[config.mk]
export PLATFORM = sky130hd
export DESIGN_NAME = ctl_sel
export DESIGN_NICKNAME = d
export VERILOG_FILES = /design/src/hw/ctl_sel.v /design/src/hw/sel_pick.v
export VERILOG_INCLUDE_DIRS = /design/src /design/src/hw
export SDC_FILE = /design/constraint.sdc
export NUM_CORES = 1
export LEC_CHECK = 0
export BUFFER_PORTS_ARGS = -buffer_cell sky130_fd_sc_hd__buf_2
export CAP_MARGIN = 20
export CELL_PAD_IN_SITES_DETAIL_PLACEMENT = 1
export CELL_PAD_IN_SITES_GLOBAL_PLACEMENT = 2
export CORE_MARGIN = 5
export CORE_UTILIZATION = 29
export CTS_BUF_LIST = sky130_fd_sc_hd__clkbuf_4
export CTS_CLUSTER_SIZE = 25
export DETAILED_ROUTE_END_ITERATION = 8
export GPL_TIMING_DRIVEN = 0
export PLACE_DENSITY = 0.91
export SETUP_SLACK_MARGIN = 0.1
export SYNTH_ARGS = -nofsm -noshare
export SYNTH_HDL_FRONTEND = slang
export SYNTH_SLANG_ARGS = --single-unit
[constraint.sdc]
create_clock -name i_sys_clk -period 2.08 [get_ports i_sys_clk]
set_input_delay 0.104 -clock i_sys_clk [delete_from_list [all_inputs] [get_ports i_sys_clk]]
set_output_delay 0.104 -clock i_sys_clk [all_outputs]
set_load 0.01 [all_outputs]
[src/hw/ctl_sel_regs.vh]
// constants for the control selector block
`ifndef CTL_SEL_REGS_VH
`define CTL_SEL_REGS_VH
`define CS_VAL_W      16
`define CS_ST_W       2
`define CS_ST_BAD     2'h0
`define CS_ST_UNCERT  2'h1
`define CS_ST_GOOD    2'h2
`define CS_SEL_HIGH   2'h0
`define CS_SEL_LOW    2'h1
`define CS_SEL_MID    2'h2
`define CS_OUT_RST    16'h0000
`endif

[src/hw/ctl_sel.v]
// control selector function block, executed once per i_exec pulse
`timescale 1ns/10ps
`default_nettype none
`include "ctl_sel_regs.vh"
// Summary of operation
// - one connected input drives the output
// - two connected: choose between those two
// - three connected: choose among all three
// - high, low or middle selection type
// - manual: no selection, output held
// - manual: operator value written to output
// - bad connected input forces manual mode
// - input good again returns to automatic
// - downstream back value tracks output backward
// - back value driven to each upstream source
// - output carries value and status
module ctl_sel (
  input  wire                 i_sys_clk,
  input  wire                 i_rst,
  input  wire                 i_exec,
  input  wire                 i_target_auto,
  input  wire [1:0]           i_sel_type,
  input  wire [2:0]           i_connected,
  input  wire [`CS_VAL_W-1:0] i_sel_a,
  input  wire [`CS_ST_W-1:0]  i_sel_a_st,
  input  wire [`CS_VAL_W-1:0] i_sel_b,
  input  wire [`CS_ST_W-1:0]  i_sel_b_st,
  input  wire [`CS_VAL_W-1:0] i_sel_c,
  input  wire [`CS_ST_W-1:0]  i_sel_c_st,
  input  wire                 i_man_wr,
  input  wire [`CS_VAL_W-1:0] i_man_val,
  input  wire [`CS_VAL_W-1:0] i_back_calc_input,
  input  wire [`CS_ST_W-1:0]  i_back_calc_input_st,
  output reg  [`CS_VAL_W-1:0] o_out_val,
  output reg  [`CS_ST_W-1:0]  o_out_st,
  output reg                  o_actual_auto,
  output reg  [1:0]           o_sel_idx,
  output reg  [`CS_VAL_W-1:0] o_back_calc_to_source_a,
  output reg  [`CS_VAL_W-1:0] o_back_calc_to_source_b,
  output reg  [`CS_VAL_W-1:0] o_back_calc_to_source_c,
  output reg  [`CS_ST_W-1:0]  o_back_calc_st
);
  // -----------------------------------------------------------
  // mode states
  // -----------------------------------------------------------
  // one-hot mode codes; only the automatic one lets inputs through
  localparam [2:0] ST_AUTO   = 3'h1;                          // selecting from inputs
  localparam [2:0] ST_OPER   = 3'h2;                          // manual, asked by target mode
  localparam [2:0] ST_FORCED = 3'h4;                          // manual, forced by a bad input

  wire [1:0]           pick_idx;
  wire [1:0]           sel_idx;
  wire [2:0]           bad_vec;
  wire                 any_bad;
  wire                 run_auto;
  wire                 have_input;
  wire                 lone_input;
  wire                 take_pick;
  wire                 take_man;
  wire [`CS_VAL_W-1:0] pick_val;
  wire [`CS_ST_W-1:0]  pick_st;
  reg  [2:0]           mode_r;
  reg  [2:0]           mode_nxt;

  // -----------------------------------------------------------
  // helpers
  // -----------------------------------------------------------
  // bad status decode, shared by all three inputs
  function is_bad;
    input [`CS_ST_W-1:0] st;
    begin
      is_bad = (st == `CS_ST_BAD);
    end
  endfunction

  // true when exactly one input is connected
  function single_conn;
    input [2:0] conn;
    begin
      case (conn)
        3'h1, 3'h2, 3'h4: single_conn = 1'b1;
        default:          single_conn = 1'b0;
      endcase
    end
  endfunction

  // index of the lowest connected input
  function [1:0] first_conn;
    input [2:0] conn;
    begin
      if (conn[0])
        first_conn = 2'h0;
      else if (conn[1])
        first_conn = 2'h1;
      else
        first_conn = 2'h2;
    end
  endfunction

  // value of the input at an index
  function [`CS_VAL_W-1:0] val_at;
    input [1:0]           idx;
    input [`CS_VAL_W-1:0] va;
    input [`CS_VAL_W-1:0] vb;
    input [`CS_VAL_W-1:0] vc;
    begin
      case (idx)
        2'h0:    val_at = va;
        2'h1:    val_at = vb;
        default: val_at = vc;
      endcase
    end
  endfunction

  // status of the input at an index
  function [`CS_ST_W-1:0] st_at;
    input [1:0]          idx;
    input [`CS_ST_W-1:0] sa;
    input [`CS_ST_W-1:0] sb;
    input [`CS_ST_W-1:0] sc;
    begin
      case (idx)
        2'h0:    st_at = sa;
        2'h1:    st_at = sb;
        default: st_at = sc;
      endcase
    end
  endfunction

  // -----------------------------------------------------------
  // selection
  // -----------------------------------------------------------
  // high, low or middle among the connected inputs
  sel_pick u_pick (
    .i_val_a    (i_sel_a),
    .i_val_b    (i_sel_b),
    .i_val_c    (i_sel_c),
    .i_use      (i_connected),
    .i_sel_type (i_sel_type),
    .o_idx      (pick_idx)
  );

  // a lone connected input is passed straight through
  assign lone_input = single_conn(i_connected);
  assign sel_idx    = lone_input ? first_conn(i_connected) : pick_idx;
  assign pick_val   = val_at(sel_idx, i_sel_a, i_sel_b, i_sel_c);
  assign pick_st    = st_at(sel_idx, i_sel_a_st, i_sel_b_st, i_sel_c_st);

  // bad status on any connected input
  assign bad_vec    = {is_bad(i_sel_c_st), is_bad(i_sel_b_st),
                       is_bad(i_sel_a_st)} & i_connected;
  assign any_bad    = |bad_vec;
  assign run_auto   = i_target_auto & ~any_bad;
  assign have_input = |i_connected;

  // -----------------------------------------------------------
  // mode
  // -----------------------------------------------------------
  // mode is re-evaluated only in an execution slot
  always @* begin
    mode_nxt = mode_r;
    case (mode_r)
      ST_AUTO: begin
        if (i_exec && !run_auto)
          mode_nxt = i_target_auto ? ST_FORCED : ST_OPER;
      end
      ST_OPER: begin
        if (i_exec && run_auto)
          mode_nxt = ST_AUTO;
        else if (i_exec && i_target_auto)
          mode_nxt = ST_FORCED;
      end
      ST_FORCED: begin
        if (i_exec && run_auto)
          mode_nxt = ST_AUTO;
        else if (i_exec && !i_target_auto)
          mode_nxt = ST_OPER;
      end
      default: begin
        mode_nxt = ST_OPER;
      end
    endcase
  end

  // mode register and the actual mode flag
  always @(posedge i_sys_clk or posedge i_rst) begin
    if (i_rst) begin
      mode_r <= ST_OPER;
      o_actual_auto <= 1'b0;
    end else begin
      mode_r <= mode_nxt;
      o_actual_auto <= (mode_nxt == ST_AUTO);
    end
  end

  // -----------------------------------------------------------
  // primary output
  // -----------------------------------------------------------
  // auto takes the pick; no input connected leaves it held
  assign take_pick = i_exec & run_auto & have_input;
  // operator write only while the mode before the edge is manual
  assign take_man  = (mode_r != ST_AUTO) & i_man_wr;

  // value, status and index of the primary output
  always @(posedge i_sys_clk or posedge i_rst) begin
    if (i_rst) begin
      o_out_val <= `CS_OUT_RST;
      o_out_st <= `CS_ST_BAD;
      o_sel_idx <= 2'h0;
    end else begin
      if (take_pick) begin
        o_out_val <= pick_val;
        o_out_st <= pick_st;
        o_sel_idx <= sel_idx;
      end
      // later assignment: a write in the same slot wins
      if (take_man) begin
        o_out_val <= i_man_val;
        o_out_st <= `CS_ST_GOOD;
      end
    end
  end

  // -----------------------------------------------------------
  // back calculation
  // -----------------------------------------------------------
  // downstream tracking value copied to every upstream source
  always @(posedge i_sys_clk or posedge i_rst) begin
    if (i_rst) begin
      o_back_calc_to_source_a <= `CS_OUT_RST;
      o_back_calc_to_source_b <= `CS_OUT_RST;
      o_back_calc_to_source_c <= `CS_OUT_RST;
      o_back_calc_st <= `CS_ST_BAD;
    end else if (i_exec) begin
      o_back_calc_to_source_a <= i_back_calc_input;
      o_back_calc_to_source_b <= i_back_calc_input;
      o_back_calc_to_source_c <= i_back_calc_input;
      o_back_calc_st <= i_back_calc_input_st;
    end
  end
endmodule
`default_nettype wire

[src/hw/sel_pick.v]
// combinational picker: high, low or median of two or three signed values
`timescale 1ns/10ps
`default_nettype none
`include "ctl_sel_regs.vh"
module sel_pick (
  input  wire [`CS_VAL_W-1:0] i_val_a,
  input  wire [`CS_VAL_W-1:0] i_val_b,
  input  wire [`CS_VAL_W-1:0] i_val_c,
  input  wire [2:0]           i_use,
  input  wire [1:0]           i_sel_type,
  output reg  [1:0]           o_idx
);
  // signed greater-than, used for every comparison
  function gt;
    input [`CS_VAL_W-1:0] x;
    input [`CS_VAL_W-1:0] y;
    begin
      gt = $signed(x) > $signed(y);
    end
  endfunction

  reg [1:0] hi;
  reg [1:0] lo;
  reg [1:0] p;
  reg [1:0] q;
  reg [`CS_VAL_W-1:0] pv;
  reg [`CS_VAL_W-1:0] qv;

  // choose among connected inputs; with two the middle is the lower
  always @* begin
    hi = 2'h0;
    lo = 2'h0;
    p = 2'h0;
    q = 2'h1;
    pv = i_val_a;
    qv = i_val_b;
    o_idx = 2'h0;
    if (i_use == 3'h7) begin
      hi = gt(i_val_a, i_val_b) ? (gt(i_val_a, i_val_c) ? 2'h0 : 2'h2)
                                : (gt(i_val_b, i_val_c) ? 2'h1 : 2'h2);
      lo = gt(i_val_b, i_val_a) ? (gt(i_val_c, i_val_a) ? 2'h0 : 2'h2)
                                : (gt(i_val_c, i_val_b) ? 2'h1 : 2'h2);
      case (i_sel_type)
        `CS_SEL_HIGH: o_idx = hi;
        `CS_SEL_LOW:  o_idx = lo;
        default:      o_idx = 2'h3 ^ hi ^ lo ^ 2'h0 ^
                              ((hi == lo) ? 2'h3 : 2'h0);
      endcase
      if (i_sel_type == `CS_SEL_MID && hi != lo)
        o_idx = (hi != 2'h0 && lo != 2'h0) ? 2'h0 :
                (hi != 2'h1 && lo != 2'h1) ? 2'h1 : 2'h2;
      else if (i_sel_type == `CS_SEL_MID)
        o_idx = hi;
    end else begin
      if (!i_use[0]) begin
        p = 2'h1;
        pv = i_val_b;
      end
      if (i_use[0] && i_use[1]) begin
        q = 2'h1;
        qv = i_val_b;
      end else begin
        q = 2'h2;
        qv = i_val_c;
      end
      if (i_sel_type == `CS_SEL_HIGH)
        o_idx = gt(qv, pv) ? q : p;
      else
        o_idx = gt(qv, pv) ? p : q;
    end
  end
endmodule
`default_nettype wire

# Word-level counts from Yosys, hierarchy flattened
# Cells that the tools add are included.
op_classes:
  n_lt_le_gt_ge: 7
  n_eq_ne: 16
  mux: 39
  n_bitwise: 9
  reduce_logical: 21
ops:
  columns: ["operator", "n"]
  rows:
  - ["$gt A16 B16 Y1", 7]
  - ["$mux W16", 6]
  - ["$mux W2", 21]
  - ["$pmux W16 S2", 1]
  - ["$mux W3", 6]
  - ["$logic_not A2 Y1", 5]
  - ["$eq A3 B1 Y1 const B", 3]
  - ["$eq A3 B3 Y1 const B", 3]
  - ["$pmux W3 S3", 1]
  - ["$reduce_or A3 Y1", 3]
  - ["$logic_and A1 B1 Y1", 8]
  - ["$pmux W2 S2", 2]
  - ["$eq A3 B2 Y1 const B", 2]
  - ["$reduce_bool A2 Y1", 3]
  - ["$and A1 B1 Y1", 4]
  - ["$eq A2 B1 Y1 const B", 2]
  - ["$ne A2 B1 Y1 const B", 2]
  - ["$xor A2 B2 Y2", 2]
  - ["$and A3 B3 Y3", 1]
  - ["$ne A3 B1 Y1 const B", 1]
  - ["$eq A2 B2 Y1", 1]
  - ["$eq A2 B2 Y1 const B", 1]
  - ["$logic_not A1 Y1", 2]
  - ["$mux W1", 2]
  - ["3 further kinds", 3]
totals:
  reg_bits: 42
  inputBits: 98
  out_inout_bits: 71
  word_cells: 99

# Logic depth before layout (Yosys ltp)
# Gate-level depths: netlist of the first run.
depth:
  word_depth: 15
  ltp_mapped: 19
  depth_no_buf: 17

# Cells and area by module
# A second synthesis of the first run with hierarchy kept.
unflattened:
  cells_unflattened: 587
  area_unflattened_um2: 4986.0
modules_own_cells:
  columns: ["mod", "n_inst", "cells_per_inst", "area_each_um2", "seq_area_each_um2"]
  rows:
  - ["ctl_sel", 1, 280, 2755.1, 1052.3]
  - ["sel_pick", 1, 307, 2230.9, 0.0]

# Worst setup path before layout of the first run
# Ideal clock, no wire load.
synth_path:
  kind: "input-to-reg"
  startpoint: "in i_connected[0]"
  endpoint: "reg o_out_st[1]"
  setup_ns: 0.126
  t_arrival_ns: 3.732
  t_required_ns: 1.954
  setup_slack_ns: -1.778
  path_stages: 17
  n_path_buf: 4
  cell_sequence: "clkbuf_1 > buf_1 > mux2i_1 > ha_1 > a21oi_1 > nor2_1 > a2111oi_0 > o21ai_0 > o21ai_0 > xor2_1 > a211oi_1 > a31o_2 > a41o_1 > buf_6 > buf_8 > a221o_1 > o32a_1"
synth_between:
  elab_chain_cells: 12
  elab_cells_between_ends: 33
  classes_between: "order compare: 1; eq/ne: 5; mux: 16; bitwise: 5; reduce/logical: 6"
synth_rtl:
  columns: ["element", "line", "text"]
  rows:
  - ["from (decl)", "ctl_sel.v:23", "input wire [2:0] i_connected,"]
  - ["$logic_and A1 B1 Y1", "sel_pick.v:59", "if (i_use[0] && i_use[1]) begin"]
  - ["$mux W16", "sel_pick.v:59", null]
  - ["$mux W16", "sel_pick.v:38", "if (i_use == 3'h7) begin"]
  - ["$gt A16 B16 Y1", "sel_pick.v:18", "gt = $signed(x) > $signed(y);"]
  - ["$mux W2 (on tied branches)", "sel_pick.v:69, sel_pick.v:67", null]
  - ["$mux W2", "sel_pick.v:66", "if (i_sel_type == `CS_SEL_HIGH)"]
  - ["$mux W2", "sel_pick.v:38", null]
  - ["$mux W2", "ctl_sel.v:145", "assign sel_idx = lone_input ? first_conn(i_connected) : pick_idx;"]
  - ["$eq A2 B1 Y1 or $logic_not A2 Y1 (tied branches)", "ctl_sel.v:122", "case (idx)"]
  - ["$pmux W2 S2", "ctl_sel.v:122", null]
  - ["$mux W2", "ctl_sel.v:211", "if (take_pick) begin"]
  - ["$mux W2", "ctl_sel.v:217", "if (take_man) begin"]
  - ["to (signal assigned)", "ctl_sel.v:208", "o_out_st <= `CS_ST_BAD;"]
  - ["to (signal assigned)", "ctl_sel.v:213", "o_out_st <= pick_st;"]
  - ["to (signal assigned)", "ctl_sel.v:219", "o_out_st <= `CS_ST_GOOD;"]
  - ["to (decl)", "ctl_sel.v:35", "output reg [`CS_ST_W-1:0] o_out_st,"]
# Parallel ways exist; a longest one is shown, timed or not. The select of a mux whose other input is x is not followed.
# A chain may end at the register's enable or synchronous reset.

# Worst setup path after layout of the first run
layout_path:
  startpoint: "in i_sel_b[9]"
  endpoint: "reg o_out_val[15]"
layout_between:
  elab_chain_cells: 15
  elab_cells_between_ends: 41
  classes_between: "order compare: 5; eq/ne: 5; mux: 22; bitwise: 3; reduce/logical: 6"
layout_rtl:
  columns: ["element", "line", "text"]
  rows:
  - ["from (decl)", "ctl_sel.v:26", "input wire [`CS_VAL_W-1:0] i_sel_b,"]
  - ["$gt A16 B16 Y1", "sel_pick.v:18", null]
  - ["$mux W2 (on tied branches)", "sel_pick.v:40, sel_pick.v:42", null]
  - ["$mux W2 (on tied branches)", "sel_pick.v:39, sel_pick.v:41", null]
  - ["$eq A2 B2 Y1 or $not A2 Y2 (tied branches)", null, null]
  - ["$mux W2 or $xor A2 B2 Y2 (tied branches)", "sel_pick.v:47, sel_pick.v:46", null]
  - ["$xor A2 B2 Y2", "sel_pick.v:46", "default: o_idx = 2'h3 ^ hi ^ lo ^ 2'h0 ^"]
  - ["$pmux W2 S2", "sel_pick.v:43", "case (i_sel_type)"]
  - ["$mux W2", "sel_pick.v:52", "else if (i_sel_type == `CS_SEL_MID)"]
  - ["$mux W2", "sel_pick.v:49", "if (i_sel_type == `CS_SEL_MID && hi != lo)"]
  - ["$mux W2 (*)", "sel_pick.v:38", null]
  - ["$mux W2 (*)", "ctl_sel.v:145", null]
  - ["$eq A2 B1 Y1 or $logic_not A2 Y1 (tied branches)", "ctl_sel.v:107", "case (idx)"]
  - ["$pmux W16 S2 (*)", "ctl_sel.v:107", null]
  - ["$mux W16 (*)", "ctl_sel.v:211", null]
  - ["$mux W16 (*)", "ctl_sel.v:217", null]
  - ["to (signal assigned)", "ctl_sel.v:207", "o_out_val <= `CS_OUT_RST;"]
  - ["to (signal assigned)", "ctl_sel.v:212", "o_out_val <= pick_val;"]
  - ["to (signal assigned)", "ctl_sel.v:218", "o_out_val <= i_man_val;"]
  - ["to (decl)", "ctl_sel.v:34", "output reg [`CS_VAL_W-1:0] o_out_val,"]
# Every way passes the cells marked *; elsewhere a longest branch is shown, timed or not. The select of a mux whose other input is x is not followed.

==> flow_metrics.tcl, run 1 <==
set metrics [dict create \
    outcome "finished, violations left" \
    violations "setup timing" \
    worst_slew_pin_slew_ns 0.707 \
    fmax_mhz 289 \
    antenna_cells 0 \
    maxCapViolCount 0 \
    netlist.area_leader.share_pct 21.6 \
    hold_viol 0 \
    async_flop_share_pct 100 \
    ant_nets 0 \
    worstHoldStart "i_target_auto" \
    criticalPathCategory "in2reg" \
    p_leak_nw 3.55 \
    synth.most_common_cell "ha_1" \
    grt_max_degree 40 \
    place_area_um2 6050 \
    place_inst 947 \
    grt_use_total_pct 18.9 \
    slew_viol_final 0 \
    clock_sinks 42 \
    setup_viol 20 \
    reg2reg_from "mode_r[2]$_DFF_PP0_" \
    crit_required_ns 2.33 \
    worstHoldEndpoint "mode_r[2]$_DFF_PP0_" \
    grt_pass1_vias 5487 \
    clkTransAtPathRegs_ns 0.14 \
    nNetsFinal 968 \
    io_buffers 167 \
    antenna_found_initial 1 \
    synth_edf_count 0 \
    clockBufferDepth 2 \
    place_congestion 0.873 \
    final_area_um2 7340 \
    synth_cell_types 64 \
    hpwl_um 14800 \
    fin_util_pct 45.9 \
    cts_tree "done" \
    grt_pass1_wl_um 29600 \
    synth_area_leaders "dfrtp_1, ha_1, buf_4, inv_1, o21ai_0" \
    layout-drive-gt1-share_pct 44.9 \
    finalPower_mw 3.59 \
    die_h_um 138 \
    powerDensity_nw_per_um2 489 \
    finalSetupTns_ns -25.82 \
    via_per_inst 5.01 \
    slew_headroom_pct 52.6 \
    ys.flop_type "dfrtp_1" \
    fin_cells 1022 \
    synth_area_um2 4750 \
    die-area_um2 19100 \
    grt.overflow.total 0 \
    synth_common_cells "ha_1, inv_1, nand2_1, o21ai_0, dfrtp_1" \
    syn-instance-count 563 \
    rsz0062_at_grt "true" \
    nFillCells 1887 \
    drc_errors 0 \
    start_util_pct 29.7 \
    worst_setup_path_end_kind "flip-flop" \
    cts_buffers 5 \
    rows 46 \
    reg2reg_to "o_out_val[15]$_DFFE_PP0P_" \
    timing.final.crit_share_pct 166 \
    drt-initial-drc-count 241 \
    timing.final.ws_setup_ns -1.38 \
    clk_latency_ns 0.36 \
    ys_ff_latch 42 \
    die_w_um 138 \
    core_region_area_um2 16000 \
    htree_levels 2 \
    hold_depth 3 \
    drt_wl_total_um 18900 \
    min_path_type "in2reg" \
    num_vias 5124 \
    firstDrtPassIters 4 \
    root_buffer "clkbuf_4" \
    synth_top_area_cell "dfrtp_1" \
    ios 169 \
    start_kind "input port" \
    min_period_ns 3.46 \
    syn_avg_cell_area_um2 8.45 \
    drt-wirelength-per-cell_um 18.5 \
    whs_ns 0.0321 \
    startpoint "i_sel_b[9]" \
    ys_seq_area_share_pct 22.1 \
    area_delta_synth_final_pct 54.3 \
    vdd_ir_drop_max_v 0.000314 \
    syn_nets 726 \
    post-place-ws_ns -2.22 \
    rr_worst_depth 6 \
    yosys_warnings 0 \
    cp_max_fo 5 \
    crit_arrival_ns 3.71 \
    clock_skew_ns 0.0178 \
    rrSetupSlack_ns -0.49 \
]
-- flip-flops by register name, indices dropped and copies added (netlist names) --
name / flops
o_back_calc_to_source_c: 16
o_out_val: 16
mode_r: 3
o_back_calc_st: 2
o_out_st: 2
o_sel_idx: 2
o_actual_auto: 1
-- placed cells by master (no fill, tap or decap), types with 8 or more instances in the layout --
| cell type | count |
|---|---|
| a21oi_1 | 23 |
| a221o_1 | 19 |
| a2bb2oi_1 | 12 |
| buf_2 | 148 |
| buf_4 | 63 |
| buf_8 | 12 |
| clkbuf_4 | 8 |
| dfrtp_1 | 41 |
| dlygate4sd3_1 | 36 |
| ha_1 | 48 |
| ha_4 | 14 |
| inv_1 | 49 |
| inv_2 | 8 |
| mux2_2 | 18 |
| mux2i_1 | 17 |
| nand2_1 | 52 |
| nand4_1 | 10 |
| nor2_1 | 17 |
| nor2b_1 | 8 |
| nor3_1 | 8 |
| nor3_2 | 16 |
| o21ai_0 | 41 |
-- what timing repair did --
action,CTS,global route
endpoints found under the setup margin,20,20
setup buffers,24,7
hold buffers,36,0
gates resized for setup,81,50
pin swaps,27,42
cloned,1,1
hold endpoints to repair,76,0
-- cells by family (layout without fill, tap and decap cells) --
group                      after synthesis  in the layout  synth area share [%]
AOI/OAI and AO/OA                      146            146                  22.1
DFF                                     42             42                  22.1
and+or+nand+nor                        151            151                  16.6
buffers and inverters                  118            361                  12.9
muxes                                   37             37                  8.45
xor gates and xnor gates                 4              4                 0.737
adders and majority gates               65             65                  17.1
-- worst max-delay path, stage by stage --
cell	delay [ns]
buf_6	0.09
inv_4	0.04
ha_4	0.24
a21oi_4	0.16
nor3_2	0.07
or3_4	0.33
or4_4	0.57
buf_12	0.16
nand3_4	0.08
ha_4	0.23
and3_4	0.15
o311a_4	0.38
a31oi_4	0.18
o32ai_4	0.14
buf_6	0.17
buf_8	0.12
a221o_1	0.35
a2bb2oi_2	0.14
-- worst max-delay path by stage --
stage	cells after the start	endpoint
2_1_floorplan	18	o_out_st[1]$_DFFE_PP0P_
3_3_place_gp	18	o_out_st[1]$_DFFE_PP0P_
3_5_place_dp	18	o_out_st[1]$_DFFE_PP0P_
4_1_cts	19	o_out_val[1]$_DFFE_PP0P_
5_1_grt	18	o_out_val[15]$_DFFE_PP0P_
6_report	18	o_out_val[15]$_DFFE_PP0P_
-- metal layers --
metal | global-route usage (%) | share of wire, %
met3 | 2.83 | 4.1
met4 | 3.85 | 1.1
met5 | 0 | 0.037
met2 | 34.4 | 51
met1 | 23.7 | 44
-- power breakdown --
part | internal, mW | leakage [nW] | switching [mW]
clock network | 0.249 | 0.0450 | 0.277
logic | 1.04 | 3.00 | 1.03
registers | 0.917 | 0.500 | 0.0731
total | 2.21 | 3.55 | 1.38
-- layout make-up --
type	instances	area, µm²	area share [%]
Multi-Input combinational cell	403	3570	48.6
Tap cell	216	270	3.68
Clock buffer	5	37.5	0.512
Sequential cell	42	1050	14.3
Timing Repair Buffer	235	1660	22.6
Buffer	53	440	6.00
Inverter	65	274	3.73
Clock inverter	3	40.0	0.546
Note: power is estimated with default switching activity, not from simulation.
==> run 2, diff against run 1 <==
--- a/config.mk
+++ b/config.mk
@@ -6,17 +6,18 @@
 export SDC_FILE = /design/constraint.sdc
 export NUM_CORES = 1
 export LEC_CHECK = 0
+export ABC_AREA = 1
 export BUFFER_PORTS_ARGS = -buffer_cell sky130_fd_sc_hd__buf_2
 export CAP_MARGIN = 20
 export CELL_PAD_IN_SITES_DETAIL_PLACEMENT = 1
 export CELL_PAD_IN_SITES_GLOBAL_PLACEMENT = 2
 export CORE_MARGIN = 5
-export CORE_UTILIZATION = 29
+export CORE_UTILIZATION = 27
 export CTS_BUF_LIST = sky130_fd_sc_hd__clkbuf_4
 export CTS_CLUSTER_SIZE = 25
 export DETAILED_ROUTE_END_ITERATION = 8
 export GPL_TIMING_DRIVEN = 0
-export PLACE_DENSITY = 0.91
+export PLACE_DENSITY = 0.93
 export SETUP_SLACK_MARGIN = 0.1
 export SYNTH_ARGS = -nofsm -noshare
 export SYNTH_HDL_FRONTEND = slang
==> flow_metrics.tcl, run 2 <==
set metrics [dict create \
    min_period_ns 2.65 \
    synth_area_leaders "dfrtp_1, nand2_1, ha_1, inv_1, nand3_1" \
    slew_viol_final 0 \
    rsz0062_at_grt "true" \
    antenna_cells 0 \
    ys_seq_area_share_pct 21.8 \
    top_regs "o_back_calc_to_source_c x16, o_out_val x16, mode_r x3" \
    start_kind "input port" \
    max_stage_delay_ns 0.35 \
    vdd_ir_drop_max_v 0.000310 \
    worst_slew_pin_slew_ns 0.623 \
    drt-initial-drc-count 196 \
    cts_tree "done" \
    clk_latency_ns 0.35 \
    min_path_type "in2reg" \
    synth_common_cells "nand2_1, inv_1, nor2_1, ha_1, nand3_1" \
    nFillCells 2185 \
    ios 169 \
    syn_avg_cell_area_um2 6.34 \
    hold_viol 0 \
    worstHoldStart "i_man_val[5]" \
    clkTransAtPathRegs_ns 0.12 \
    die_h_um 144 \
    reg2reg_from "mode_r[2]$_DFF_PP0_" \
    start_util_pct 27.2 \
    ys.flop_type "dfrtp_1" \
    area_delta_synth_final_pct 68.0 \
    finalSetupTns_ns -10.46 \
    multi_input_area_um2 4110 \
    final_common_cell "nand2_1" \
    grt.overflow.total 0 \
    via_per_inst 4.78 \
    cts_buffers 5 \
    fmax_mhz 377 \
    crit_required_ns 2.38 \
    clockBufferDepth 2 \
    crit_arrival_ns 2.95 \
    outcome "finished, violations left" \
    grt_max_degree 42 \
    ant_nets 0 \
    clock_sinks 42 \
    violations "setup timing" \
    powerDensity_nw_per_um2 541 \
    yosys_warnings 0 \
    antenna_found_initial 0 \
    p_leak_nw 4.23 \
    synth_edf_count 0 \
    criticalPathCategory "in2reg" \
    startpoint "i_connected[0]" \
    synth_cell_types 33 \
    cp_max_fo 7 \
    synth.most_common_cell "nand2_1" \
    grt_pass1_wl_um 31500 \
    drt-wirelength-per-cell_um 17.1 \
    worst_setup_path_end_kind "flip-flop" \
    maxCapViolCount 0 \
    clock_skew_ns 0.00593 \
    layout-drive-gt1-share_pct 47.4 \
    die-area_um2 20700 \
    timing.final.crit_share_pct 128 \
    netlist.area_leader.share_pct 21.2 \
    syn_nets 925 \
    nNetsFinal 1165 \
    timing.final.ws_setup_ns -0.572 \
    ys_ff_latch 42 \
    io_buffers 167 \
    regArea_um2 1050 \
    core_region_area_um2 17800 \
    slew_headroom_pct 58.5 \
    die_w_um 144 \
    firstDrtPassIters 4 \
    crit_slowest_cell "ha_1" \
    grt_pass1_vias 6128 \
    rows 49 \
    async_flop_share_pct 100 \
    drc_errors 0 \
    place_congestion 0.875 \
    root_buffer "clkbuf_4" \
    layout_common_cells "nand2_1, buf_2, buf_4" \
    setup_viol 20 \
    synth_top_area_cell "dfrtp_1" \
    cpMostUsedCell "nand2_2" \
    synth_area_um2 4830 \
    num_vias 5883 \
    fin_util_pct 45.6 \
    grt_use_total_pct 19.1 \
    hpwl_um 15900 \
    htree_levels 2 \
    drt_wl_total_um 21000 \
    syn-instance-count 762 \
]
-- run 2: cell types whose count changed after synthesis, moves of 16 or more --
cell       previous run  this run
nor2_1               20        72
o21ai_0              44        26
nand3_1               8        62
inv_1                63        87
nand2_1              57       254
mux2i_1              17         0
mux2_2               18         0
a2bb2oi_1            16         0
a221o_1              19         0
a21oi_1              26        56
-- run 2: kinds of logic (layout without fill, tap and decap cells) --
group | Yosys count | after routing | share of synthesized area (%)
AND/OR/NAND/NOR | 420 | 420 | 36.2
adder cells (fa/ha/maj) | 65 | 65 | 16.8
buffers and inverters | 141 | 381 | 14.8
AO/OA/AOI/OAI | 94 | 94 | 10.4
flip-flops | 42 | 42 | 21.8
-- run 2: worst paths after layout --
kind / endpoint / slack [ns] / depth (start not counted)
min in group asynchronous: o_back_calc_to_source_c[13]$_DFFE_PP0P_ / 0.15 / 3
min reg2reg: o_out_val[1]$_DFFE_PP0P_ / 0.49 / 2
max reg2reg: o_out_val[15]$_DFFE_PP0P_ / -0.32 / 9
min: o_out_val[5]$_DFFE_PP0P_ / 0.07 / 5
max in group asynchronous: mode_r[1]$_DFF_PP1_ / 1.45 / 4
max: o_out_val[6]$_DFFE_PP0P_ / -0.57 / 25
-- run 2: final cells by class --
cell class / instances / share of cell area (%)
plain buffers: 52 / 6.05
clock buffers: 5 / 0.463
clock inverters: 2 / 0.417
inverters: 89 / 4.84
multi-input cells: 579 / 50.6
flip-flops and latches: 42 / 13.0
well taps: 229 / 3.53
repair buffers: 233 / 21.1
-- run 2: stage by stage --
stage	power, mW	worst slack, ns	instances	hold WS, ns	instance area [µm²]
6_report	4.38	-0.572	1231	0.0728	8110
5_1_grt	4.76	-0.721	1231	0.0565	8110
4_1_cts	4.11	-0.486	1220	0.0496	7540
3_5_place_dp	3.13	-1.33	1159	-0.0354	6280
3_3_place_gp	3.06	-1.25	1158	0.305	6260
2_1_floorplan	2.37	-0.406	762	0.217	5140
-- run 2: what timing repair did --
action                                  4_1_cts  5_1_grt
hold endpoints to repair                     59        0
hold buffers                                 19        0
pin swaps                                    57       78
endpoints found under the setup margin       20       20
gates cloned                                  4        2
resized for setup                           181      128
buffers inserted                             31       11
-- run 2: report_power, final --
part	internal (mW)	switching, mW	total, mW
Sequential	0.996	0.115	1.11
Clock	0.243	0.259	0.502
Combinational	1.23	1.54	2.77
-- run 2: worst max-delay path, delay by kind of cell --
kind            cells  cell delay [ns]
fa+ha+maj           1             0.35
simple gates       15             1.06
buf+inv             4             0.60
compound gates      5             0.80
-- run 2: layer usage --
metal	global-route usage (%)	part of all wire [%]	wire length, µm	vias to the layer above
li1	-	-	-	2915
met4	4.61	2.2	469	0
met1	22.6	41	8710	2771
met3	2.50	5.1	1080	35
met5	0	0	0	-
met2	36.5	51	10700	162
==> run 3, diff against run 2 <==
--- a/config.mk
+++ b/config.mk
@@ -12,12 +12,12 @@
 export CELL_PAD_IN_SITES_DETAIL_PLACEMENT = 1
 export CELL_PAD_IN_SITES_GLOBAL_PLACEMENT = 2
 export CORE_MARGIN = 5
-export CORE_UTILIZATION = 27
+export CORE_UTILIZATION = 24
 export CTS_BUF_LIST = sky130_fd_sc_hd__clkbuf_4
 export CTS_CLUSTER_SIZE = 25
 export DETAILED_ROUTE_END_ITERATION = 8
 export GPL_TIMING_DRIVEN = 0
-export PLACE_DENSITY = 0.93
+export PLACE_DENSITY = 0.88
 export SETUP_SLACK_MARGIN = 0.1
 export SYNTH_ARGS = -nofsm -noshare
 export SYNTH_HDL_FRONTEND = slang
==> constraint.sdc (replaced) <==
create_clock -name i_sys_clk -period 2.2 [get_ports i_sys_clk]
set_input_delay 0.11 -clock i_sys_clk [delete_from_list [all_inputs] [get_ports i_sys_clk]]
set_output_delay 0.11 -clock i_sys_clk [all_outputs]
set_load 0.01 [all_outputs]
==> flow_metrics.tcl, run 3 (synthesis gave the netlist of run 2 again) <==
set metrics [dict create \
    outcome "finished, violations left" \
    violations "setup timing" \
    drt-initial-drc-count 233 \
    antenna_cells 0 \
    die-area_um2 23100 \
    start_util_pct 24.6 \
    cts_tree "done" \
    top_regs "o_back_calc_to_source_c x16, o_out_val x16, mode_r x3" \
    root_buffer "clkbuf_4" \
    grtUsageMet1_pct 20.7 \
    layout_common_cells "nand2_1, buf_2, buf_4" \
    grt_max_degree 42 \
    vdd_ir_drop_max_v 0.000243 \
    rsz0062_at_grt "true" \
    htree_levels 2 \
    drc_errors 0 \
    ios 169 \
    internal-power_mw 2.29 \
    timing.final.crit_share_pct 119 \
    maxCapViolCount 0 \
    die_h_um 152 \
    nFillCells 2482 \
    whs_ns 0.0806 \
    core_region_area_um2 19700 \
    fmax_mhz 383 \
    criticalPathCategory "in2reg" \
    layout-drive-gt1-share_pct 47.8 \
    grt_use_total_pct 17.2 \
    netSwitchingPower_mw 1.74 \
    timing.final.ws_setup_ns -0.412 \
    num_vias 5793 \
    rows 51 \
    clkTransAtPathRegs_ns 0.12 \
    worst_slew_pin_slew_ns 0.852 \
    hpwl_um 15900 \
    start_kind "input port" \
    area_delta_synth_final_pct 64.7 \
    combPwrFrac_pct 60.9 \
    grt_util_met2_pct 31.8 \
    ant_nets 0 \
    crit_required_ns 2.46 \
    worst_setup_path_end_kind "flip-flop" \
    final_common_cell "nand2_1" \
    slew_viol_final 0 \
    hold_viol 0 \
    setup_viol 20 \
    post-place-ws_ns -1.18 \
    p_leak_nw 4.13 \
    clock_skew_ns 0.00769 \
    grt_pass1_vias 6205 \
    grt.overflow.total 0 \
    slew_headroom_pct 43.2 \
    clkPwrFrac_pct 12.9 \
    cp_max_fo 7 \
    via_per_inst 4.59 \
    drt-wirelength-per-cell_um 16.3 \
    clk_latency_ns 0.36 \
    regArea_um2 1050 \
    min_path_type "in2reg" \
    cts_buffers 5 \
    firstDrtPassIters 4 \
    pwr-share-seq_pct 26.1 \
    clockBufferDepth 2 \
    drt_wl_total_um 20600 \
    io_buffers 167 \
    min_period_ns 2.61 \
    grt_pass1_wl_um 32900 \
    finalSetupTns_ns -7.14 \
    antenna_found_initial 2 \
    powerDensity_nw_per_um2 506 \
    clock_sinks 42 \
    multi_input_area_um2 4020 \
    crit_arrival_ns 2.87 \
    nNetsFinal 1159 \
    use_met3_pct 2.84 \
    die_w_um 152 \
    busiest_layer "met2" \
    netSwitchingFraction_pct 43.2 \
    place_congestion 0.802 \
]
## run 3: routing by layer
metal | wire length (µm) | vias to the layer above
met2 | 10400 | 150
met1 | 8780 | 2720
met4 | 433 | 4
met3 | 883 | 29
met5 | 26 | -
li1 | - | 2890
## run 3: area by class of cell
cell class | instances | area share (%)
tap | 265 | 4.17
clock buffer | 7 | 0.661
timing repair buffer | 227 | 20.1
inverter | 89 | 4.88
multi-input combinational | 579 | 50.5
sequential | 42 | 13.2
buffer | 52 | 6.06
clock inverter | 1 | 0.378
## run 3: repair_timing
item,CTS,global route
hold endpoints to repair,59,0
hold buffers,19,0
resized for setup,220,39
setup endpoints to repair,20,20
buffers inserted,31,5
pin swaps,87,45
gates cloned,2,2
## run 3: worst max-delay path, stage by stage
cell and delay (ns):
buf_12 0.11, nand2_8 0.08, clkbuf_16 0.16, nand2_1 0.07, o21ai_1 0.07, ha_1 0.29, nand2_2 0.07, o21a_1 0.21
o211ai_1 0.25, nand2_2 0.10, nand3_2 0.11, nand3_2 0.08, o21ai_2 0.07, nand2_1 0.09, nand2_2 0.11, nand2_2 0.06
nand2_2 0.05, inv_2 0.04, nand2_4 0.07, nand2_8 0.09, buf_8 0.16, a21oi_1 0.16, nand3_2 0.11, nand2_1 0.07
nand2_1 0.04
## run 3: final timing paths
kind	start	to	slack, ns	depth (start not counted)
worst max register to register	mode_r[2]$_DFF_PP0_	o_out_val[12]$_DFFE_PP0P_	-0.15	9
worst min-delay path	i_man_val[1]	o_out_val[1]$_DFFE_PP0P_	0.08	5
min in group asynchronous	i_rst	o_back_calc_to_source_c[9]$_DFFE_PP0P_	0.13	3
worst min register to register	o_back_calc_st[0]$_DFFE_PP0P_	o_back_calc_st[0]$_DFFE_PP0P_	0.49	2
worst max-delay path	i_connected[0]	o_out_val[4]$_DFFE_PP0P_	-0.41	25
max in group asynchronous	i_rst	mode_r[1]$_DFF_PP1_	1.59	4
## run 3: metrics by stage
| stage | cells | total power [mW] | area, µm² | util, % |
|---|---|---|---|---|
| 2_1_floorplan | 762 | 2.24 | 5140 | - |
| 3_3_place_gp | 1194 | 2.91 | 6300 | 32.1 |
| 3_5_place_dp | 1195 | 2.96 | 6320 | 32.2 |
| 4_1_cts | 1255 | 3.95 | 7720 | 39.3 |
| 5_1_grt | 1262 | 4.36 | 7950 | 40.5 |
| 6_report | 1262 | 4.02 | 7950 | 40.5 |
## run 3: power by group through the flow
stage,Clock [mW],Combinational (mW),Sequential [mW]
2_1_floorplan,0,1.12,1.12
3_3_place_gp,0,1.85,1.06
3_5_place_dp,0,1.88,1.07
4_1_cts,0.550,2.34,1.05
5_1_grt,0.574,2.71,1.08
6_report,0.520,2.45,1.05
